<file path="src/shared/oac_pkg.sv">
// Constants for the octal converter serial output control block
package oac_pkg;
    localparam int          NUM_CH          = 8;
    localparam int          WORD_BITS       = 10;
    localparam int          HALF_STAGES     = 13;
    localparam int          FRAME_HIGH_BITS = 5;
    localparam int          SERIAL_MULT     = 5;
    localparam int          SLOTS_PER_FRAME = 2 * SERIAL_MULT;
    localparam int          FIFO_DEPTH      = 8;
    localparam int          PERIOD_BITS     = 16;

    // Fixed test word, MSB to LSB 0001011101
    localparam logic [9:0]  TEST_WORD       = 10'h05D;

    // Clock and reference settling time
    localparam int          CLK_PERIOD_NS   = 40;
    localparam int          SETTLE_MS       = 100;
    localparam int          SETTLE_CYCLES   = SETTLE_MS * 1000000 / CLK_PERIOD_NS;

    // Register byte addresses
    localparam logic [11:0] ADDR_CTRL       = 12'h000;
    localparam logic [11:0] ADDR_STATUS     = 12'h004;
    localparam logic [11:0] ADDR_PERIOD     = 12'h008;

    // Control register fields
    localparam int          CTRL_TEST_BIT   = 0;
    localparam int          CTRL_PD_BIT     = 1;
    localparam int          CTRL_FMT_BIT    = 2;
    localparam int          CTRL_PLL_LSB    = 4;
    localparam logic [6:0]  CTRL_RESET      = 7'h00;

    // Status register fields
    localparam int          STAT_SETTLED_BIT = 0;
    localparam int          STAT_OVF_BIT     = 1;
    localparam int          STAT_PD_BIT      = 2;

    typedef enum logic [0:0] {
        SER_IDLE  = 1'b0,
        SER_SHIFT = 1'b1
    } oac_ser_state_t;
endpackage

</file>
<file path="src/logic/oac_serial_ctrl.sv">
// Octal converter output framing, serializer, FIFO and APB control registers
//
// Register access over APB and the register offsets were chosen for this implementation.
`timescale 1ns/100ps


module oac_fifo #(
    parameter int WIDTH = 80,
    parameter int DEPTH = 8
) (
    input  wire logic             pclk,
    input  wire logic             presetn,
    input  wire logic             flush,
    input  wire logic             in_valid,
    output logic                  in_ready,
    input  wire logic [WIDTH-1:0] in_data,
    output logic                  out_valid,
    input  wire logic             out_ready,
    output logic      [WIDTH-1:0] out_data
);
    localparam int AW = $clog2(DEPTH);

    logic [WIDTH-1:0] mem [DEPTH];
    logic [AW-1:0]    wr_ptr;
    logic [AW-1:0]    rd_ptr;
    logic [AW:0]      count;
    logic             push;
    logic             pop;

    assign in_ready  = (count != (AW+1)'(DEPTH));
    assign out_valid = (count != '0);
    assign push      = in_valid && in_ready;
    assign pop       = out_valid && out_ready;
    assign out_data  = mem[rd_ptr];

    always_ff @(posedge pclk) begin
        if (push) begin
            mem[wr_ptr] <= in_data;
        end
    end

    always_ff @(posedge pclk or negedge presetn) begin
        if (!presetn) begin
            wr_ptr <= '0;
            rd_ptr <= '0;
            count  <= '0;
        end else if (flush) begin
            wr_ptr <= '0;
            rd_ptr <= '0;
            count  <= '0;
        end else begin
            if (push) begin
                wr_ptr <= (wr_ptr == AW'(DEPTH - 1)) ? '0 : wr_ptr + 1'b1;
            end
            if (pop) begin
                rd_ptr <= (rd_ptr == AW'(DEPTH - 1)) ? '0 : rd_ptr + 1'b1;
            end
            count <= count + {{AW{1'b0}}, push} - {{AW{1'b0}}, pop};
        end
    end
endmodule

module oac_serial_ctrl #(
    parameter int SETTLE_CYCLES = oac_pkg::SETTLE_CYCLES
) (
    input  wire logic        pclk,
    input  wire logic        presetn,
    input  wire logic [11:0] paddr,
    input  wire logic        psel,
    input  wire logic        penable,
    input  wire logic        pwrite,
    input  wire logic [31:0] pwdata,
    output logic      [31:0] prdata,
    output logic             pready,
    output logic             pslverr,
    input  wire logic        sample_clock_in,
    input  wire logic [79:0] conversion_code,
    output logic             serial_clock_out_pos,
    output logic             serial_clock_out_neg,
    output logic             frame_align_out_pos,
    output logic             frame_align_out_neg,
    output logic [7:0]       channel_data_out_pos,
    output logic [7:0]       channel_data_out_neg,
    output logic             result_valid
);
    localparam int NCH = oac_pkg::NUM_CH;
    localparam int WB  = oac_pkg::WORD_BITS;
    localparam int HS  = oac_pkg::HALF_STAGES;
    localparam int PB  = oac_pkg::PERIOD_BITS;
    localparam int FW  = NCH * WB;

    // Control and status state
    logic [6:0]    ctrl;
    logic          overflow;
    logic [31:0]   settle_cnt;
    logic          settled;
    logic          test_pattern_enable;
    logic          global_power_down;
    logic          format_offset_binary;
    logic [2:0]    pll_range_select;

    // Sample clock synchroniser and edge detect
    logic          sclk_meta;
    logic          sclk_sync;
    logic          sclk_prev;
    logic          sclk_rise;
    logic          sclk_fall;
    logic [PB-1:0] period_cnt;
    logic [PB-1:0] period;

    // Half-period pipeline
    logic [FW-1:0] pipe_data [HS];
    logic [HS-1:0] pipe_valid;
    logic [FW-1:0] formatted;

    // FIFO
    logic          fifo_in_ready;
    logic          fifo_out_valid;
    logic          fifo_out_ready;
    logic [FW-1:0] fifo_out_data;
    logic          push_req;

    // Serializer
    oac_pkg::oac_ser_state_t ser_state;
    logic [PB-1:0] slot_acc;
    logic [PB-1:0] next_slot_acc;
    logic          slot;
    logic [3:0]    bit_idx;
    logic [FW-1:0] shift_word;

    // APB decode
    logic          apb_setup;
    logic          apb_access;
    logic          addr_hit;

    assign test_pattern_enable  = ctrl[oac_pkg::CTRL_TEST_BIT];
    assign global_power_down    = ctrl[oac_pkg::CTRL_PD_BIT];
    assign format_offset_binary = ctrl[oac_pkg::CTRL_FMT_BIT];
    assign pll_range_select     = ctrl[oac_pkg::CTRL_PLL_LSB +: 3];

    assign apb_setup  = psel && !penable;
    assign apb_access = psel && penable;
    assign addr_hit   = (paddr == oac_pkg::ADDR_CTRL) || (paddr == oac_pkg::ADDR_STATUS)
                        || (paddr == oac_pkg::ADDR_PERIOD);
    assign pready     = penable;
    assign pslverr    = apb_access && !addr_hit;

    // Control register write
    always_ff @(posedge pclk or negedge presetn) begin
        if (!presetn) begin
            ctrl <= oac_pkg::CTRL_RESET;
        end else if (apb_access && pwrite && paddr == oac_pkg::ADDR_CTRL) begin
            ctrl <= pwdata[6:0];
        end
    end

    // Overflow flag, set wins over write-one clear
    always_ff @(posedge pclk or negedge presetn) begin
        if (!presetn) begin
            overflow <= 1'b0;
        end else if (push_req && !fifo_in_ready) begin
            overflow <= 1'b1;
        end else if (apb_access && pwrite && paddr == oac_pkg::ADDR_STATUS
                     && pwdata[oac_pkg::STAT_OVF_BIT]) begin
            overflow <= 1'b0;
        end
    end

    // Read data captured in the setup cycle
    always_ff @(posedge pclk or negedge presetn) begin
        if (!presetn) begin
            prdata <= '0;
        end else if (apb_setup && !pwrite) begin
            unique case (paddr)
                oac_pkg::ADDR_CTRL: begin
                    prdata <= {25'h0000000, ctrl};
                end
                oac_pkg::ADDR_STATUS: begin
                    prdata <= {29'h00000000, global_power_down, overflow, settled};
                end
                oac_pkg::ADDR_PERIOD: begin
                    prdata <= {16'h0000, period};
                end
                default: begin
                    prdata <= '0;
                end
            endcase
        end
    end

    // Reference settling counter
    always_ff @(posedge pclk or negedge presetn) begin
        if (!presetn) begin
            settle_cnt <= 32'(SETTLE_CYCLES);
        end else if (global_power_down) begin
            settle_cnt <= 32'(SETTLE_CYCLES);
        end else if (settle_cnt != '0) begin
            settle_cnt <= settle_cnt - 1'b1;
        end
    end

    assign settled      = (settle_cnt == '0);
    assign result_valid = settled && !global_power_down;

    // Sample clock crossing
    always_ff @(posedge pclk or negedge presetn) begin
        if (!presetn) begin
            sclk_meta <= 1'b0;
            sclk_sync <= 1'b0;
            sclk_prev <= 1'b0;
        end else begin
            sclk_meta <= sample_clock_in;
            sclk_sync <= sclk_meta;
            sclk_prev <= sclk_sync;
        end
    end

    assign sclk_rise = sclk_sync && !sclk_prev;
    assign sclk_fall = !sclk_sync && sclk_prev;

    // Sample period measured between rising edges
    always_ff @(posedge pclk or negedge presetn) begin
        if (!presetn) begin
            period_cnt <= '0;
            period     <= '0;
        end else if (sclk_rise) begin
            period_cnt <= PB'(1);
            period     <= period_cnt;
        end else if (period_cnt != '1) begin
            period_cnt <= period_cnt + 1'b1;
        end
    end

    // Per-channel format and test word selection
    generate
        for (genvar ch = 0; ch < NCH; ch++) begin : g_fmt
            always_comb begin
                if (test_pattern_enable) begin
                    formatted[ch*WB +: WB] = oac_pkg::TEST_WORD;
                end else if (format_offset_binary) begin
                    formatted[ch*WB +: WB] = conversion_code[ch*WB +: WB];
                end else begin
                    formatted[ch*WB +: WB] = {~conversion_code[ch*WB + WB - 1],
                                              conversion_code[ch*WB +: WB - 1]};
                end
            end
        end
    endgenerate

    // Pipeline shifts on both sample clock edges
    always_ff @(posedge pclk or negedge presetn) begin
        if (!presetn) begin
            pipe_valid <= '0;
        end else if (global_power_down) begin
            pipe_valid <= '0;
        end else if (sclk_rise || sclk_fall) begin
            pipe_valid <= {pipe_valid[HS-2:0], sclk_rise};
        end
    end

    generate
        for (genvar st = 0; st < HS; st++) begin : g_pipe
            always_ff @(posedge pclk) begin
                if (sclk_rise || sclk_fall) begin
                    if (st == 0) begin
                        pipe_data[st] <= formatted;
                    end else begin
                        pipe_data[st] <= pipe_data[st-1];
                    end
                end
            end
        end
    endgenerate

    // Word leaves the last stage 13 half periods after sampling
    assign push_req = (sclk_rise || sclk_fall) && pipe_valid[HS-1]
                      && !global_power_down;

    oac_fifo #(
        .WIDTH (FW),
        .DEPTH (oac_pkg::FIFO_DEPTH)
    ) u_fifo (
        .pclk      (pclk),
        .presetn   (presetn),
        .flush     (global_power_down),
        .in_valid  (push_req),
        .in_ready  (fifo_in_ready),
        .in_data   (pipe_data[HS-1]),
        .out_valid (fifo_out_valid),
        .out_ready (fifo_out_ready),
        .out_data  (fifo_out_data)
    );

    // Bit slot rate: ten slots per measured sample period of ten pclk or more, else one slot every pclk
    always_comb begin
        next_slot_acc = slot_acc + PB'(oac_pkg::SLOTS_PER_FRAME);
        slot          = 1'b0;
        if (next_slot_acc >= period) begin
            slot          = 1'b1;
            next_slot_acc = next_slot_acc - period;
        end
        if (next_slot_acc >= period) begin
            next_slot_acc = '0;
        end
    end

    always_ff @(posedge pclk or negedge presetn) begin
        if (!presetn) begin
            slot_acc <= '0;
        end else if (global_power_down || period == '0) begin
            slot_acc <= '0;
        end else begin
            slot_acc <= next_slot_acc;
        end
    end

    // Pop a new word at the end of each frame or from idle
    assign fifo_out_ready = slot && !global_power_down
                            && (ser_state == oac_pkg::SER_IDLE
                                || bit_idx == 4'(WB - 1));

    always_ff @(posedge pclk or negedge presetn) begin
        if (!presetn) begin
            ser_state  <= oac_pkg::SER_IDLE;
            bit_idx    <= '0;
            shift_word <= '0;
        end else if (global_power_down) begin
            ser_state  <= oac_pkg::SER_IDLE;
            bit_idx    <= '0;
        end else if (slot) begin
            unique case (ser_state)
                oac_pkg::SER_IDLE: begin
                    if (fifo_out_valid) begin
                        ser_state  <= oac_pkg::SER_SHIFT;
                        shift_word <= fifo_out_data;
                        bit_idx    <= '0;
                    end
                end
                oac_pkg::SER_SHIFT: begin
                    if (bit_idx == 4'(WB - 1)) begin
                        bit_idx <= '0;
                        if (fifo_out_valid) begin
                            shift_word <= fifo_out_data;
                        end else begin
                            ser_state <= oac_pkg::SER_IDLE;
                        end
                    end else begin
                        bit_idx <= bit_idx + 1'b1;
                    end
                end
            endcase
        end
    end

    // Registered lane, clock and frame outputs
    always_ff @(posedge pclk or negedge presetn) begin
        if (!presetn) begin
            serial_clock_out_pos <= 1'b0;
            serial_clock_out_neg <= 1'b1;
            frame_align_out_pos  <= 1'b0;
            frame_align_out_neg  <= 1'b1;
            channel_data_out_pos <= '0;
            channel_data_out_neg <= '1;
        end else if (global_power_down) begin
            serial_clock_out_pos <= 1'b0;
            serial_clock_out_neg <= 1'b1;
            frame_align_out_pos  <= 1'b0;
            frame_align_out_neg  <= 1'b1;
            channel_data_out_pos <= '0;
            channel_data_out_neg <= '1;
        end else if (slot) begin
            if (fifo_out_ready && fifo_out_valid) begin
                // First slot of a frame carries bit 0 with frame rising
                serial_clock_out_pos <= 1'b1;
                serial_clock_out_neg <= 1'b0;
                frame_align_out_pos  <= 1'b1;
                frame_align_out_neg  <= 1'b0;
                for (int ch = 0; ch < NCH; ch++) begin
                    channel_data_out_pos[ch] <= fifo_out_data[ch*WB];
                    channel_data_out_neg[ch] <= ~fifo_out_data[ch*WB];
                end
            end else if (ser_state == oac_pkg::SER_SHIFT && bit_idx != 4'(WB - 1)) begin
                serial_clock_out_pos <= bit_idx[0];
                serial_clock_out_neg <= ~bit_idx[0];
                frame_align_out_pos  <= (bit_idx + 1'b1) < 4'(oac_pkg::FRAME_HIGH_BITS);
                frame_align_out_neg  <= !((bit_idx + 1'b1) < 4'(oac_pkg::FRAME_HIGH_BITS));
                for (int ch = 0; ch < NCH; ch++) begin
                    channel_data_out_pos[ch] <= shift_word[ch*WB + int'(bit_idx) + 1];
                    channel_data_out_neg[ch] <= ~shift_word[ch*WB + int'(bit_idx) + 1];
                end
            end else begin
                serial_clock_out_pos <= 1'b0;
                serial_clock_out_neg <= 1'b1;
                frame_align_out_pos  <= 1'b0;
                frame_align_out_neg  <= 1'b1;
            end
        end
    end
endmodule

</file>
<file path="config.mk">
export PLATFORM = sky130hd
export DESIGN_NAME = oac_serial_ctrl
export DESIGN_NICKNAME = d
export VERILOG_FILES = /design/src/shared/oac_pkg.sv /design/src/logic/oac_serial_ctrl.sv
export SDC_FILE = /design/constraint.sdc
export NUM_CORES = 2
export LEC_CHECK = 0
export ABC_AREA = 1
export BUFFER_PORTS_ARGS = -buffer_cell sky130_fd_sc_hd__buf_2
export CORE_MARGIN = 5
export CORE_UTILIZATION = 34
export CTS_CLUSTER_DIAMETER = 100
export DETAILED_ROUTE_END_ITERATION = 10
export PLACE_DENSITY = 0.54
export SYNTH_ARGS = -nofsm -noshare
export SYNTH_HDL_FRONTEND = slang
export SYNTH_SLANG_ARGS = --single-unit
</file>
<file path="constraint.sdc">
create_clock -name pclk -period 30.1 [get_ports pclk]
set_input_delay 1.505 -clock pclk [delete_from_list [all_inputs] [get_ports pclk]]
set_output_delay 1.505 -clock pclk [all_outputs]
set_load 0.02 [all_outputs]
</file>
==> results by group <==
Drt
  • Post-route DRC violation count: 0
  • 1st-iter DRT viols: 2903
  • DRT Pass-1 Iters: 5
  • Vias per cell: 4.70
  • Post-route ant nets: 0
  • Overall routed net length: 133 mm
  • Vias: 36300
  • DR WL/cell: 17.3 microns

Clock network
  • CTS tree: yes
  • H-tree levels: 4
  • TritonCTS Buffers: 185
  • # clock sinks: 1915
  • Postcts setup bufs: 0
  • CTS-repair resized insts: 0
  • # hold bufs at CTS: 0
  • Clk pin slew, worst setup/hold paths: 60 ps
  • Clk root buf: clkbuf_16
  • Worst-Skew Late Latency: 840 ps
  • Worst-case clock buffer depth: 3

Timing
  • Actual slew at the worst max-slew pin: 1120 ps
  • RSZ-0062 raised after global routing: false
  • Final Setup Violations: 0
  • Final Cycle Share: 19.9%
  • FMAX: 167 MHz
  • Max_slew headroom: 25.4%
  • Slew Viols, Final: 0
  • Final Hold Vio Count: 0
  • Worst Skew: 78.7 ps
  • Final TNS setup: 0 ps
  • Min cycle time layout: 5990 ps

Critical path
  • WP data arrival: 6670 ps
  • Crit start category: flip-flop
  • Critical Path End Type: flip-flop
  • Crit-path max FO: 20
  • Critical Path Start: slot_acc[1]
  • Critical path class: flip-flop to flip-flop
  • CP max-delay cell: nand4_1
  • RR Startpoint: slot_acc[1]
  • Worst endpoint required time: 30780 ps
  • CP most frequent cell: nand2_1
  • Max incr delay on CP: 660 ps

GRT
  • Initial antenna violation count: 2
  • Largest net degree at the start of global routing: 194
  • First-pass GRT wire length: 207 mm
  • Vias in the first global route: 35800
  • Total gr overflow: 0
  • Total Routing Usage GR: 12.2%

Layout
  • Nets@finish: 5061
  • Area grow syn2layout: 13.8%
  • Final core occ: 38.9%
  • Share of cells above drive strength 1: 11.1%
  • # fillers: 18800
  • Finished Cell Area: 79500 sq um

Placement
  • PortBufs: 143
  • Dpl cell area: 73500 sq um
  • Hpwl dp: 72.8 mm
  • Gpl congestion: 0.845

Worst hold path
  • Origin of the worst min-delay path: pipe_data[0][196]
  • Hold Path Class: flip-flop to flip-flop

Floorplanning
  • Io pins: 185
  • Core footprint: 205000 sq um
  • Initial core utilization: 34.1%
  • DIE AREA: 215000 sq um
  • Chip width: 463 microns
  • Die Y-Extent: 463 microns
  • Rows: 166

Synthesis
  • Mean Syn Cell Area: 14.9 sq um
  • Synth Flop Type: edfxtp_1
  • Register bit count reported by yosys: 1915
  • Cells after synthesis: 4693
  • Ys Warns: 0
  • Post-Syn Area: 69900 sq um
  • Sequential area share after synthesis: 80.7%
  • Post-synth EDFFs: 1680
  • Post-synth ARST share: 12.3%
  • Post-synthesis cell type count: 51

Power
  • Gate power share: 23.3%
  • Worst vdd ir: 0.0672 mV
  • Sw Share: 31.8%
  • Part of the power in registers: 45.6%
  • Pwr/cell area: 91.0 nW/um^2
  • Clock Power Share: 31.1%
  • Switching power: 2.30 mW
  • Cell leakage power: 27.2 nW
  • Int Pwr: 4.93 mW

Run
  • Total of max-cap violations: 0

Run status
  • Status: complete, no violations
[synth_stat cells, drive strengths merged, types with 2 or more instances]
master,count,area share (%)
clkbuf,128,0.69
nand4,27,0.24
o21ai,506,3.6
o22ai,85,0.76
a21o,2,0.021
inv,243,1.3
o21a,5,0.054
nor2,463,2.5
a21oi,46,0.33
mux2,4,0.064
o211ai,23,0.25
nor3,47,0.36
xnor2,11,0.14
nand3,239,1.7
or2,52,0.47
a211oi,2,0.021
nor4,7,0.063
o31ai,13,0.14
nand2,605,3.3
o221ai,73,0.92
nand3b,4,0.043
edfxtp,1680,72
dfrtp,217,7.8
and2,3,0.027
dfstp,18,0.68
ha,49,0.88
buf,85,0.77
fa,2,0.057
a31oi,3,0.027
clkinv,6,0.032
xor2,39,0.49
[state kept, by name, indices dropped and copies added, names as in the netlist, 3 cells and up]
register              cells
bit_idx                   4
u_fifo.mem              640
slot_acc                 16
settle_cnt               32
u_fifo.rd_ptr             3
prdata                   16
u_fifo.count              4
pipe_valid               13
u_fifo.wr_ptr             3
period                   16
channel_data_out_neg      8
shift_word               80
period_cnt               16
channel_data_out_pos      8
pipe_data              1040
ctrl                      7
[path summary, 6_finish.rpt]
kind                                     end  slack, ps  depth (start not counted)
max in group asynchronous      shift_word[1]      27070                          3
setup reg to reg                 slot_acc[1]      24110                         27
hold reg to reg            pipe_data[0][276]        360                          0
setup / recovery                 slot_acc[1]      24110                         27
min in group asynchronous            ctrl[6]        830                          1
hold / removal             pipe_data[0][276]        360                          0
[cells in the final DEF, fill, tap and decap left out, types with 73 or more instances in the layout]
cell          n
inv_1       236
nor2_1      452
edfxtp_1   1680
o21ai_0     462
dfrtp_1     214
nand2_1     600
nand3_1     237
buf_2       142
o221ai_1     73
clkbuf_16   185
o22ai_1      85
[logic make-up (layout without fill, tap and decap cells)]
kind of cell | after synthesis | after routing | share of synthesized area [%]
adders and majority gates | 51 | 51 | 0.935
DFF | 1915 | 1915 | 80.7
AOI/OAI and AO/OA | 762 | 762 | 6.20
and+or+nand+nor | 1448 | 1448 | 8.70
muxes | 4 | 4 | 0.0645
xor gates and xnor gates | 50 | 50 | 0.627
other | 1 | 17 | 0.00537
buffers and inverters | 462 | 790 | 2.80
[power groups by stage]
stage	clock [mW]	sequential, mW	combinational, mW
after global placement	0	3.34	1.67
after CTS	2.32	3.30	1.70
after detailed placement	0	3.35	1.70
after global routing	2.43	3.32	1.91
final	2.25	3.30	1.69
after floorplan	0	3.44	1.20
[stage by stage]
stage | instances | power [mW] | hold WS [ps] | worst slack, ps
final | 7725 | 7.23 | 358 | 24110
after global routing | 7725 | 7.66 | 366 | 23420
after CTS | 7724 | 7.33 | 356 | 24040
after detailed placement | 7381 | 5.05 | 350 | 24060
after global placement | 7381 | 5.02 | 336 | 24070
after floorplan | 4708 | 4.64 | 331 | 7990
[critical path: cells and delay by family, from the launching register on]
| kind | cells | cell delay [ps] |
|---|---|---|
| and+or+nand+nor | 13 | 2670 |
| AOI/OAI and AO/OA | 5 | 1300 |
| buffers and inverters | 6 | 820 |
| adders and majority gates | 3 | 620 |
| DFF | 1 | 430 |
[routing by layer]
layer / track usage, % / vias up / share of wire, %
met1: 16.6 / 17900 / 46
li1: - / 17400 / -
met4: 4.02 / 0 / 2.6
met5: 0 / - / 0
met3: 2.35 / 212 / 4.7
met2: 19.6 / 747 / 47
[layout make-up]
class	count	area [sq um]	share of cell area, %
sequential	1915	56400	70.9
clock buffer	251	5020	6.31
tap	2688	3360	4.23
inverter	249	952	1.20
timing repair buffer	198	1180	1.48
multi-input combinational	2331	11700	14.7
clock inverter	92	981	1.23
antenna	1	2.50	0.00315
Note: power is estimated with default switching activity, not from simulation.
